## src/common/rwm_defines.vh

```
/*
 * Constants for the RAM window map and identification register block:
 * register offsets, window geometry, variant codes and fixed read values.
 * Assumes inclusion by bare name from the design files.
 */
`ifndef RWM_DEFINES_VH
`define RWM_DEFINES_VH

// ----------------------------------------------------------------------
// Register indices; software reaches each at four times its index.
// ----------------------------------------------------------------------
`define RWM_IDX_PART_ID_HIGH   8'h1A
`define RWM_IDX_PART_ID_LOW    8'h1B
`define RWM_IDX_MEM_SIZE_FIRST 8'h1C
`define RWM_IDX_MEM_SIZE_SECOND 8'h1D
`define RWM_IDX_WINDOW_POS     8'h10
`define RWM_IDX_MAP_STATUS     8'h11
`define RWM_IDX_PROBE_ADDR     8'h12

// ----------------------------------------------------------------------
// Window position register fields.
// ----------------------------------------------------------------------
`define RWM_POS_WIN_HI         7
`define RWM_POS_WIN_LO         6
`define RWM_POS_BIT_A          5
`define RWM_POS_BIT_B          4
`define RWM_POS_BIT_C          3
`define RWM_POS_TOP_ALIGN      0
`define RWM_POS_RESET          8'h00
`define RWM_POS_WRITE_MASK     8'hF9

// ----------------------------------------------------------------------
// Window geometry, in 2 KB pages of a 16 KB quarter (12 KB window).
// ----------------------------------------------------------------------
`define RWM_WIN_PAGES          3'h6
`define RWM_PAGES_6K           3'h3
`define RWM_PAGES_4K           3'h2
`define RWM_PAGES_2K           3'h1
`define RWM_TOP_SHIFT          3'h2

// ----------------------------------------------------------------------
// RAM variant codes and fixed memory size values.
// ----------------------------------------------------------------------
`define RWM_VAR_6K             2'h0
`define RWM_VAR_4K             2'h1
`define RWM_VAR_2K             2'h2
`define RWM_MEMSZ0_FLASH       8'h15
`define RWM_MEMSZ1_FLASH       8'h81
`define RWM_MEMSZ0_ROM         8'h01
`define RWM_MEMSZ1_ROM         8'h80

// Identification code; the value is arbitrary.
`define RWM_PART_ID            16'hA5C3

`endif

```

## src/rtl/rwm_ram_window_map.v

```verilog
/*
 * RAM window map and identification registers behind an APB slave.
 * Decodes a 16-bit CPU address into RAM hit, reserved hit or pass-on,
 * holds the window position register, and serves read-only part ID and
 * memory size values. Drives the mode-select pull-down enables.
 * Assumes an APB master on clk_sys, and a reset pin level that is
 * asynchronous to clk_sys.
 */
`include "rwm_defines.vh"

module rwm_ram_window_map #(
	parameter [1:0]  RAM_VARIANT = `RWM_VAR_6K,  // RAM size variant.
	parameter        ROM_GROUP   = 0,            // 1 selects ROM group.
	parameter [15:0] PART_ID     = `RWM_PART_ID  // Arbitrary ID value.
) (
	input  wire        clk_sys,       // System clock, 250 MHz.
	input  wire        rstn,          // Asynchronous reset, active low.
	input  wire        psel,          // APB select.
	input  wire        penable,       // APB enable.
	input  wire        pwrite,        // APB write.
	input  wire [11:0] paddr,         // APB byte address.
	input  wire [31:0] pwdata,        // APB write data.
	input  wire [3:0]  pstrb,         // APB byte strobes.
	output reg  [31:0] prdata,        // APB read data.
	output reg         pready,        // APB ready.
	output reg         pslverr,       // APB error.
	input  wire        cpu_valid,     // CPU access request.
	input  wire [15:0] cpu_addr,      // CPU access address.
	output reg         ram_sel_ff,    // Access hits RAM.
	output reg  [13:0] ram_offs_ff,   // Byte offset inside RAM.
	output reg         rsvd_hit_ff,   // Access hits reserved space.
	output reg         array_sel_ff,  // Access may go to arrays.
	input  wire        reset_pin,     // External reset pin level.
	output reg         mode_pd_a_ff,  // Pull-down on mode_select_a.
	output reg         mode_pd_b_ff   // Pull-down on mode_select_b.
);

	// ------------------------------------------------------------------
	// Window position register and derived geometry.
	// ------------------------------------------------------------------
	reg  [7:0]  ram_window_position_ff;
	reg  [7:0]  nxt_ram_window_position;
	reg  [2:0]  ram_pages;
	reg  [2:0]  ram_first_page;
	wire [1:0]  win_quarter;
	wire        ram_top_align_select;
	wire        ram_pos_bit_a;
	wire        ram_pos_bit_b;
	wire        ram_pos_bit_c;
	reg         align_ok;

	assign win_quarter = ram_window_position_ff[`RWM_POS_WIN_HI:
		`RWM_POS_WIN_LO];
	assign ram_top_align_select =
		ram_window_position_ff[`RWM_POS_TOP_ALIGN];
	assign ram_pos_bit_a = ram_window_position_ff[`RWM_POS_BIT_A];
	assign ram_pos_bit_b = ram_window_position_ff[`RWM_POS_BIT_B];
	assign ram_pos_bit_c = ram_window_position_ff[`RWM_POS_BIT_C];

	// Pages are 2 KB. The window holds six pages starting at the quarter
	// base, or at base plus two pages when aligned to the top, so the
	// window always ends at the quarter's upper boundary then.
	always @* begin
		ram_pages = `RWM_PAGES_6K;
		align_ok  = (ram_pos_bit_a == ram_top_align_select);
		if (RAM_VARIANT == `RWM_VAR_4K) begin
			ram_pages = `RWM_PAGES_4K;
			align_ok  = align_ok &&
				(ram_pos_bit_b == ram_top_align_select);
		end else if (RAM_VARIANT == `RWM_VAR_2K) begin
			ram_pages = `RWM_PAGES_2K;
			align_ok  = align_ok &&
				(ram_pos_bit_b == ram_top_align_select) &&
				(ram_pos_bit_c == ram_top_align_select);
		end
		if (ram_top_align_select) begin
			ram_first_page = `RWM_TOP_SHIFT + `RWM_WIN_PAGES
				- ram_pages;
		end else begin
			ram_first_page = 3'h0;
		end
	end

	// ------------------------------------------------------------------
	// CPU address decode.
	// ------------------------------------------------------------------
	wire [2:0]  cpu_page;
	wire        in_quarter;
	reg  [2:0]  win_page;
	reg         in_window;
	reg         in_ram;
	reg  [2:0]  ram_page;
	reg  [3:0]  win_end;
	reg  [3:0]  ram_end;

	assign cpu_page   = cpu_addr[13:11];
	assign in_quarter = (cpu_addr[15:14] == win_quarter);

	// End pages are one bit wider: a top-aligned window or RAM ends at
	// page eight, which a three-bit sum would wrap to zero.
	always @* begin
		win_page  = ram_top_align_select ? `RWM_TOP_SHIFT : 3'h0;
		win_end   = {1'b0, win_page} + {1'b0, `RWM_WIN_PAGES};
		ram_end   = {1'b0, ram_first_page} + {1'b0, ram_pages};
		in_window = in_quarter && (cpu_page >= win_page) &&
			({1'b0, cpu_page} < win_end);
		in_ram    = in_quarter && (cpu_page >= ram_first_page) &&
			({1'b0, cpu_page} < ram_end);
		ram_page  = cpu_page - ram_first_page;
	end

	always @(posedge clk_sys or negedge rstn) begin
		if (!rstn) begin
			ram_sel_ff   <= 1'b0;
			ram_offs_ff  <= 14'h0000;
			rsvd_hit_ff  <= 1'b0;
			array_sel_ff <= 1'b0;
		end else begin
			ram_sel_ff   <= cpu_valid && in_ram;
			ram_offs_ff  <= {ram_page, cpu_addr[10:0]};
			rsvd_hit_ff  <= cpu_valid && in_window && !in_ram;
			array_sel_ff <= cpu_valid && !in_window;
		end
	end

	// ------------------------------------------------------------------
	// Mode-select pull-downs follow the synchronised reset pin.
	// ------------------------------------------------------------------
	wire reset_pin_s;

	rwm_sync2 u_sync_reset_pin (
		.clk_sys (clk_sys),
		.rstn    (rstn),
		.d_in    (reset_pin),
		.q_out   (reset_pin_s)
	);

	// Both pull-downs start enabled: the part is in reset at power up.
	always @(posedge clk_sys or negedge rstn) begin
		if (!rstn) begin
			mode_pd_a_ff <= 1'b1;
			mode_pd_b_ff <= 1'b1;
		end else begin
			mode_pd_a_ff <= !reset_pin_s;
			mode_pd_b_ff <= !reset_pin_s;
		end
	end

	// ------------------------------------------------------------------
	// APB slave: one wait state; pready follows the first access cycle.
	// ------------------------------------------------------------------
	wire [9:0]  reg_idx;
	wire        word_ok;
	wire        acc_phase;
	reg  [7:0]  rd_byte;
	reg         hit;
	reg         writable;
	reg  [7:0]  probe_ff;

	assign reg_idx   = paddr[11:2];
	assign word_ok   = (paddr[1:0] == 2'h0);
	assign acc_phase = psel && penable && !pready;

	always @* begin
		rd_byte  = 8'h00;
		hit      = word_ok;
		writable = 1'b0;
		if (reg_idx == {2'h0, `RWM_IDX_PART_ID_HIGH}) begin
			rd_byte = PART_ID[15:8];
		end else if (reg_idx == {2'h0, `RWM_IDX_PART_ID_LOW}) begin
			rd_byte = PART_ID[7:0];
		end else if (reg_idx == {2'h0, `RWM_IDX_MEM_SIZE_FIRST}) begin
			rd_byte = (ROM_GROUP != 0) ? `RWM_MEMSZ0_ROM
				: `RWM_MEMSZ0_FLASH;
		end else if (reg_idx == {2'h0, `RWM_IDX_MEM_SIZE_SECOND}) begin
			rd_byte = (ROM_GROUP != 0) ? `RWM_MEMSZ1_ROM
				: `RWM_MEMSZ1_FLASH;
		end else if (reg_idx == {2'h0, `RWM_IDX_WINDOW_POS}) begin
			rd_byte  = ram_window_position_ff;
			writable = 1'b1;
		end else if (reg_idx == {2'h0, `RWM_IDX_MAP_STATUS}) begin
			rd_byte = {align_ok, rsvd_hit_ff, ram_sel_ff, array_sel_ff,
				1'b0, (ROM_GROUP != 0), RAM_VARIANT};
		end else if (reg_idx == {2'h0, `RWM_IDX_PROBE_ADDR}) begin
			rd_byte = probe_ff;
		end else begin
			hit = 1'b0;
		end
	end

	// Writes to read-only registers are refused with pslverr so that
	// software notices an attempt to alter the identification bytes.
	always @* begin
		nxt_ram_window_position = ram_window_position_ff;
		if (acc_phase && pwrite && hit && writable && pstrb[0]) begin
			nxt_ram_window_position = pwdata[7:0] & `RWM_POS_WRITE_MASK;
		end
	end

	always @(posedge clk_sys or negedge rstn) begin
		if (!rstn) begin
			ram_window_position_ff <= `RWM_POS_RESET;
			probe_ff               <= 8'h00;
			prdata                 <= 32'h00000000;
			pready                 <= 1'b0;
			pslverr                <= 1'b0;
		end else begin
			ram_window_position_ff <= nxt_ram_window_position;
			probe_ff <= {ram_first_page, ram_pages, win_quarter};
			pready   <= acc_phase;
			pslverr  <= acc_phase && (!hit || (pwrite && !writable));
			if (acc_phase && !pwrite && hit) begin
				prdata <= {24'h000000, rd_byte};
			end else begin
				prdata <= 32'h00000000;
			end
		end
	end

endmodule // rwm_ram_window_map

```

## src/rtl/rwm_sync2.v

```verilog
/*
 * Two flip-flop synchroniser for one level from outside the clock domain.
 * Assumes clk_sys and an asynchronous active-low reset.
 */
module rwm_sync2 (
	input  wire clk_sys, // System clock.
	input  wire rstn,    // Asynchronous reset, active low.
	input  wire d_in,    // Asynchronous level.
	output wire q_out    // Synchronised level.
);
	reg meta_ff;
	reg sync_ff;

	always @(posedge clk_sys or negedge rstn) begin
		if (!rstn) begin
			meta_ff <= 1'b0;
			sync_ff <= 1'b0;
		end else begin
			meta_ff <= d_in;
			sync_ff <= meta_ff;
		end
	end

	assign q_out = sync_ff;
endmodule // rwm_sync2

```

## config.mk

```make
export PLATFORM = sky130hd
export DESIGN_NAME = rwm_ram_window_map
export DESIGN_NICKNAME = d
export VERILOG_FILES = /design/src/rtl/rwm_ram_window_map.v /design/src/rtl/rwm_sync2.v
export VERILOG_INCLUDE_DIRS = /design/src /design/src/common
export SDC_FILE = /design/constraint.sdc
export NUM_CORES = 1
export LEC_CHECK = 0
export BUFFER_PORTS_ARGS = -buffer_cell sky130_fd_sc_hd__buf_2
export CORE_MARGIN = 8
export CORE_UTILIZATION = 46
export CTS_CLUSTER_DIAMETER = 30
export DETAILED_ROUTE_END_ITERATION = 8
export PLACE_DENSITY = 0.88
export SLEW_MARGIN = 20
export SYNTH_ARGS = -nofsm -noshare
export SYNTH_HDL_FRONTEND = slang
export SYNTH_HIERARCHICAL = 1
export SYNTH_SLANG_ARGS = --single-unit
export TNS_END_PERCENT = 5
```

## constraint.sdc

```tcl
create_clock -name clk_sys -period 2.8 [get_ports clk_sys]
set_clock_uncertainty 0.05 [all_clocks]
set_input_delay 0.56 -clock clk_sys [delete_from_list [all_inputs] [get_ports clk_sys]]
set_output_delay 0.56 -clock clk_sys [all_outputs]
set_load 0.02 [all_outputs]
```

==> flow_metrics.env, run 1 <==
export IMPL_crit_path_start_kind="input port"
export IMPL_cts_buffers=5
export IMPL_path_clk_slew_ps=70
export IMPL_row_count=23
export IMPL_syn_area_per_cell_um2=11.7
export IMPL_insertion_delay_ps=290
export IMPL_fin_crit_sh_pct=76.8
export IMPL_core_area_mm2=0.00403
export IMPL_drv_cap=0
export IMPL_die_area_mm2=0.00658
export IMPL_synthArstFlopShare_pct=100
export IMPL_grtUsageMet3_pct=5.74
export IMPL_drc_errors=0
export IMPL_grt_pass1_wl_um=6560
export IMPL_post_drt_wl_per_cell_um=14.2
export IMPL_drtIter0Drc=71
export IMPL_seq_area_mm2=0.00100
export IMPL_first_pass_iters=4
export IMPL_grt_use_met1_pct=13.1
export IMPL_slew_violations=0
export IMPL_boundaryPins=124
export IMPL_crit_type="in2reg"
export IMPL_dp_hpwl_um=3340
export IMPL_hold_violations=0
export IMPL_syn2layout_area_growth_pct=20.1
export IMPL_first_global_vias=1388
export IMPL_end_kind="flop"
export IMPL_die_w_um=81.1
export IMPL_ir_worst_vdd_uv=283
export IMPL_yosys_warnings=6
export IMPL_num_fill_cells=386
export IMPL_synth_area_mm2=0.00195
export IMPL_status="complete, no violations"
export IMPL_root_buffer="clkbuf_8"
export IMPL_critical_path_required_ps=2920
export IMPL_die_y_um=81.1
export IMPL_cts_resized=0
export IMPL_fin_nets=316
export IMPL_multiInputGateArea_um2=781
export IMPL_setup_violations=0
export IMPL_dp_cells=279
export IMPL_crit_arrival_ps=2270
export IMPL_drive_gt1_share_pct=40.1
export IMPL_rsz0062_at_grt="false"
export IMPL_synthFlopType="dfrtp_1"
export IMPL_fmax_mhz=465
export IMPL_min_path_type="reg2reg"
export IMPL_grtUsageTotal_pct=12.9
export IMPL_cts_sink_count=40
export IMPL_antenna_cells=0
export IMPL_p_per_area_mw_per_mm2=512
export IMPL_fin_setup_tns_ps=0
export IMPL_synth_seq_cells=40
export IMPL_cts_tree="yes"
export IMPL_worst_pin_slew_ps=831
export IMPL_slew_limit_headroom_pct=44.6
export IMPL_path_max_fanout=6
export IMPL_grt_max_degree=41
export IMPL_routabilityCongestion=0.833
export IMPL_grt_util_met2_pct=22.5
export IMPL_yosysSeqAreaShare_pct=51.4
export IMPL_postCtsSetupBuffers=0
export IMPL_via_per_inst=4.65
export IMPL_overflow=0
export IMPL_synth_cells=166
export IMPL_p_leak_nw=1.25
export IMPL_fin_crit_ps=2150
export IMPL_initial_core_util_pct=48.4
export IMPL_grt_busiest_layer="met2"
export IMPL_h_tree_depth=2
export IMPL_vias=1335
export IMPL_ys_types=44
export IMPL_whs_ps=303
export IMPL_totalWireLength_um=4070
export IMPL_instances_no_fill=287
export IMPL_clockBufferDepth=2
export IMPL_synth_enable_flop_cells=0
export IMPL_antenna_left=0
export IMPL_cts_hold_buf=0
export IMPL_io_buffer_count=70
export IMPL_antenna_found_initial=0
[placed cells by master (no fill, tap or decap), types with 2 or more instances in the layout]
cell      instances
nor3_1            2
a21oi_1           6
conb_1           25
nor2_1            6
o21a_1            2
clkbuf_8          5
nand3_1           3
inv_1            10
o211ai_1          2
ha_1              9
buf_2            70
nor2b_1           4
xor2_1            2
xnor2_1           2
nand2_1           6
dfrtp_1          39
and4_1            2
mux2_4            6
nor3b_1           3
o21ai_0           7
or2_2             2
[critical path, cell delays in order]
cell     delay (ps)
buf_2           100
or4_4           540
nor3b_4         240
and4_1          490
mux2_4          340
[worst paths after layout]
kind | from | slack, ps | depth (start not counted) | endpoint
max | paddr[9] | 650 | 5 | ram_window_position_ff[4]
max reg2reg | pready | 980 | 5 | ram_window_position_ff[4]
max in group asynchronous | rstn | 1860 | 1 | prdata[7]
min | u_sync_reset_pin/q_out | 300 | 1 | mode_pd_b_ff
min reg2reg | u_sync_reset_pin/q_out | 300 | 1 | mode_pd_b_ff
min in group asynchronous | rstn | 310 | 1 | ram_offs_ff[5]
[metal layers]
metal,wire (um),part of all wire (%)
met1,1410,35
met4,70,1.7
met5,0,0
met2,2130,52
met3,455,11
[power breakdown]
part | switching [mW] | internal (mW) | leakage [nW]
combinational | 0.106 | 0.0498 | 0.687
clock | 0.181 | 0.264 | 0.0552
sequential | 0.00465 | 0.594 | 0.512
[cell type report]
| type | count | area share [%] |
|---|---|---|
| Multi-Input combinational cell | 109 | 33.4 |
| Inverter | 10 | 1.60 |
| Timing Repair Buffer | 70 | 15.0 |
| Tap cell | 50 | 2.67 |
| Sequential cell | 40 | 42.8 |
| Clock buffer | 6 | 3.10 |
| Clock inverter | 2 | 1.50 |
[flip-flops by register name (all words and copies together), names as in the netlist]
| register | cells |
|---|---|
| rsvd_hit_ff | 1 |
| prdata | 8 |
| ram_window_position_ff | 6 |
| pslverr | 1 |
| probe_ff | 4 |
| ram_sel_ff | 1 |
| u_sync_reset_pin/meta_ff | 1 |
| mode_pd_b_ff | 1 |
| ram_offs_ff | 14 |
| array_sel_ff | 1 |
| u_sync_reset_pin/q_out | 1 |
| pready | 1 |
[cells in the mapped netlist (3+ instances only)]
cell type	n	area, um^2
mux2_4	6	90.1
a21oi_1	6	30.0
nand3_1	3	15.0
dfrtp_1	39	976
inv_1	10	37.5
nand2_1	6	22.5
o21ai_0	7	35.0
nor2b_1	4	25.0
ha_1	9	113
clkbuf_1	3	11.3
buf_4	25	188
nor3b_1	3	22.5
nor2_1	6	22.5
[per-stage QoR]
step	area (um^2)	total power, mW	worst slack (ps)	utilization, %
after CTS	2340	1.22	642	58.1
after global placement	2230	0.761	365	55.4
after floorplan	2040	0.726	674	-
after global routing	2340	1.26	592	58.1
final	2340	1.20	650	58.1
after detailed placement	2230	0.766	314	55.4
[kinds of logic (layout without fill, tap and decap cells)]
kind of cell	after synthesis	after routing	synth area share (%)
adders and majority gates	9	9	5.78
DFF	40	40	51.4
muxes	8	8	5.71
xor gates and xnor gates	4	4	1.80
and+or+nand+nor	39	39	13.3
AOI/OAI and AO/OA	24	24	8.67
buffers and inverters	40	88	13.0
other	2	25	0.385
Power figures use the tool's default switching activity.
==> run 2, diff against run 1 <==
--- a/config.mk
+++ b/config.mk
@@ -8,10 +8,10 @@
 export LEC_CHECK = 0
 export BUFFER_PORTS_ARGS = -buffer_cell sky130_fd_sc_hd__buf_2
 export CORE_MARGIN = 8
-export CORE_UTILIZATION = 46
+export CORE_UTILIZATION = 42
 export CTS_CLUSTER_DIAMETER = 30
 export DETAILED_ROUTE_END_ITERATION = 8
-export PLACE_DENSITY = 0.88
+export PLACE_DENSITY = 0.81
 export SLEW_MARGIN = 20
 export SYNTH_ARGS = -nofsm -noshare
 export SYNTH_HDL_FRONTEND = slang
==> constraint.sdc (replaced) <==
create_clock -name clk_sys -period 2.1 [get_ports clk_sys]
set_clock_uncertainty 0.05 [all_clocks]
set_input_delay 0.42 -clock clk_sys [delete_from_list [all_inputs] [get_ports clk_sys]]
set_output_delay 0.42 -clock clk_sys [all_outputs]
set_load 0.02 [all_outputs]
==> run 2 against run 1 <==
Register-to-register slack got worse by 600 ps. Via count rose by 2.3%. Worst hold slack worse by 230 ps.
==> flow_metrics.env, run 2 (synthesis results as in run 1) <==
export IMPL_status="complete, no violations"
export IMPL_fmax_mhz=529
export IMPL_crit_arrival_ps=2010
export IMPL_first_global_vias=1479
export IMPL_path_max_fanout=6
export IMPL_rsz0062_at_grt="false"
export IMPL_antenna_left=0
export IMPL_drc_errors=0
export IMPL_vias=1366
export IMPL_top_register="ram_offs_ff"
export IMPL_p_leak_nw=1.30
export IMPL_path_clk_slew_ps=70
export IMPL_overflow=0
export IMPL_fin_setup_tns_ps=0
export IMPL_first_pass_iters=4
export IMPL_core_area_mm2=0.00441
export IMPL_die_area_mm2=0.00708
export IMPL_r2r_slack_ps=380
export IMPL_insertion_delay_ps=280
export IMPL_min_path_type="in2async"
export IMPL_drv_cap=0
export IMPL_grtUsageTotal_pct=11.8
export IMPL_cts_sink_count=40
export IMPL_cts_resized=0
export IMPL_ff2ff_path_depth=6
export IMPL_largest_reg_flops=14
export IMPL_final_cell_mix="buf_2 (70), dfrtp_1 (39), conb_1 (25)"
export IMPL_via_per_inst=4.57
export IMPL_crit_path_start_kind="input port"
export IMPL_ir_worst_vdd_uv=330
export IMPL_drtIter0Drc=75
export IMPL_r2r_end="ram_window_position_ff[0]"
export IMPL_r2r_start="pready"
export IMPL_reg_top3="ram_offs_ff x14, prdata x8, ram_window_position_ff x6"
export IMPL_h_tree_depth=2
export IMPL_grt_max_degree=28
export IMPL_setup_ws_ps=208
export IMPL_drive_gt1_share_pct=42.1
export IMPL_p_per_area_mw_per_mm2=633
export IMPL_totalWireLength_um=4110
export IMPL_syn2layout_area_growth_pct=23.8
export IMPL_final_common_cell="buf_2"
export IMPL_worst_pin_slew_ps=564
export IMPL_clockBufferDepth=2
export IMPL_cts_tree="yes"
export IMPL_grt_pass1_wl_um=6910
export IMPL_fin_crit_sh_pct=90.1
export IMPL_root_buffer="clkbuf_8"
export IMPL_io_buffer_count=70
export IMPL_slew_limit_headroom_pct=62.4
export IMPL_crit_type="in2reg"
export IMPL_antenna_cells=0
export IMPL_die_w_um=84.1
export IMPL_die_y_um=84.1
export IMPL_cts_buffers=5
export IMPL_initial_core_util_pct=44.2
export IMPL_cts_hold_buf=0
export IMPL_antenna_found_initial=0
export IMPL_post_drt_wl_per_cell_um=13.7
export IMPL_hold_violations=0
export IMPL_setup_violations=0
export IMPL_postCtsSetupBuffers=0
export IMPL_dp_hpwl_um=3420
export IMPL_end_kind="flop"
export IMPL_routabilityCongestion=0.812
export IMPL_row_count=24
export IMPL_place_ws_ps=-90.7
export IMPL_slew_violations=0
export IMPL_critical_path_required_ps=2220
export IMPL_fin_nets=326
export IMPL_fin_crit_ps=1890
export IMPL_boundaryPins=124
export IMPL_whs_ps=75.0
run 2: worst max path at each step:
| stage | from | endpoint | slack (ps) | depth (start not counted) |
|---|---|---|---|---|
| after floorplan | paddr[9] | ram_window_position_ff[0] | 110 | 5 |
| after global placement | paddr[9] | ram_window_position_ff[5] | -90 | 6 |
| after detailed placement | paddr[9] | ram_window_position_ff[0] | -90 | 6 |
| after CTS | paddr[9] | ram_window_position_ff[4] | 200 | 6 |
| final | paddr[9] | ram_window_position_ff[0] | 210 | 6 |
| after global routing | paddr[9] | ram_window_position_ff[4] | 170 | 6 |
run 2: final cells by class:
cell class,instances,area [um^2]
inverters,10,37.5
well taps,52,65.1
clock buffers,8,90.1
repair buffers,80,438
flip-flops and latches,40,1000
multi-input cells,109,781
fillers,413,2000
run 2: metrics by stage:
step | instances | cell area (um^2) | power (mW) | util [%]
3_3_place_gp | 291 | 2320 | 1.03 | 52.6
2_1_floorplan | 189 | 2040 | 0.968 | -
4_1_cts | 299 | 2410 | 1.54 | 54.7
3_5_place_dp | 291 | 2320 | 1.03 | 52.6
5_1_grt | 299 | 2410 | 1.61 | 54.7
6_report | 299 | 2410 | 1.53 | 54.7
run 2: power by group:
part | switching [mW] | internal, mW
registers | 0.00560 | 0.792
logic | 0.144 | 0.0766
clock network | 0.241 | 0.268
run 2: worst max-delay path, stage by stage:
cell,delay (ps)
buf_2,100
or4_4,540
nor3b_4,230
and4_1,290
buf_12,150
mux2_4,290
run 2: routing by layer:
metal  routed length [um]  track usage [%]  vias up
li1                     -                -      669
met1                 1550             12.8      640
met2                 2150             19.1       53
met3                  384             4.98        4
met4                   26             5.97        0
met5                    0                0        -
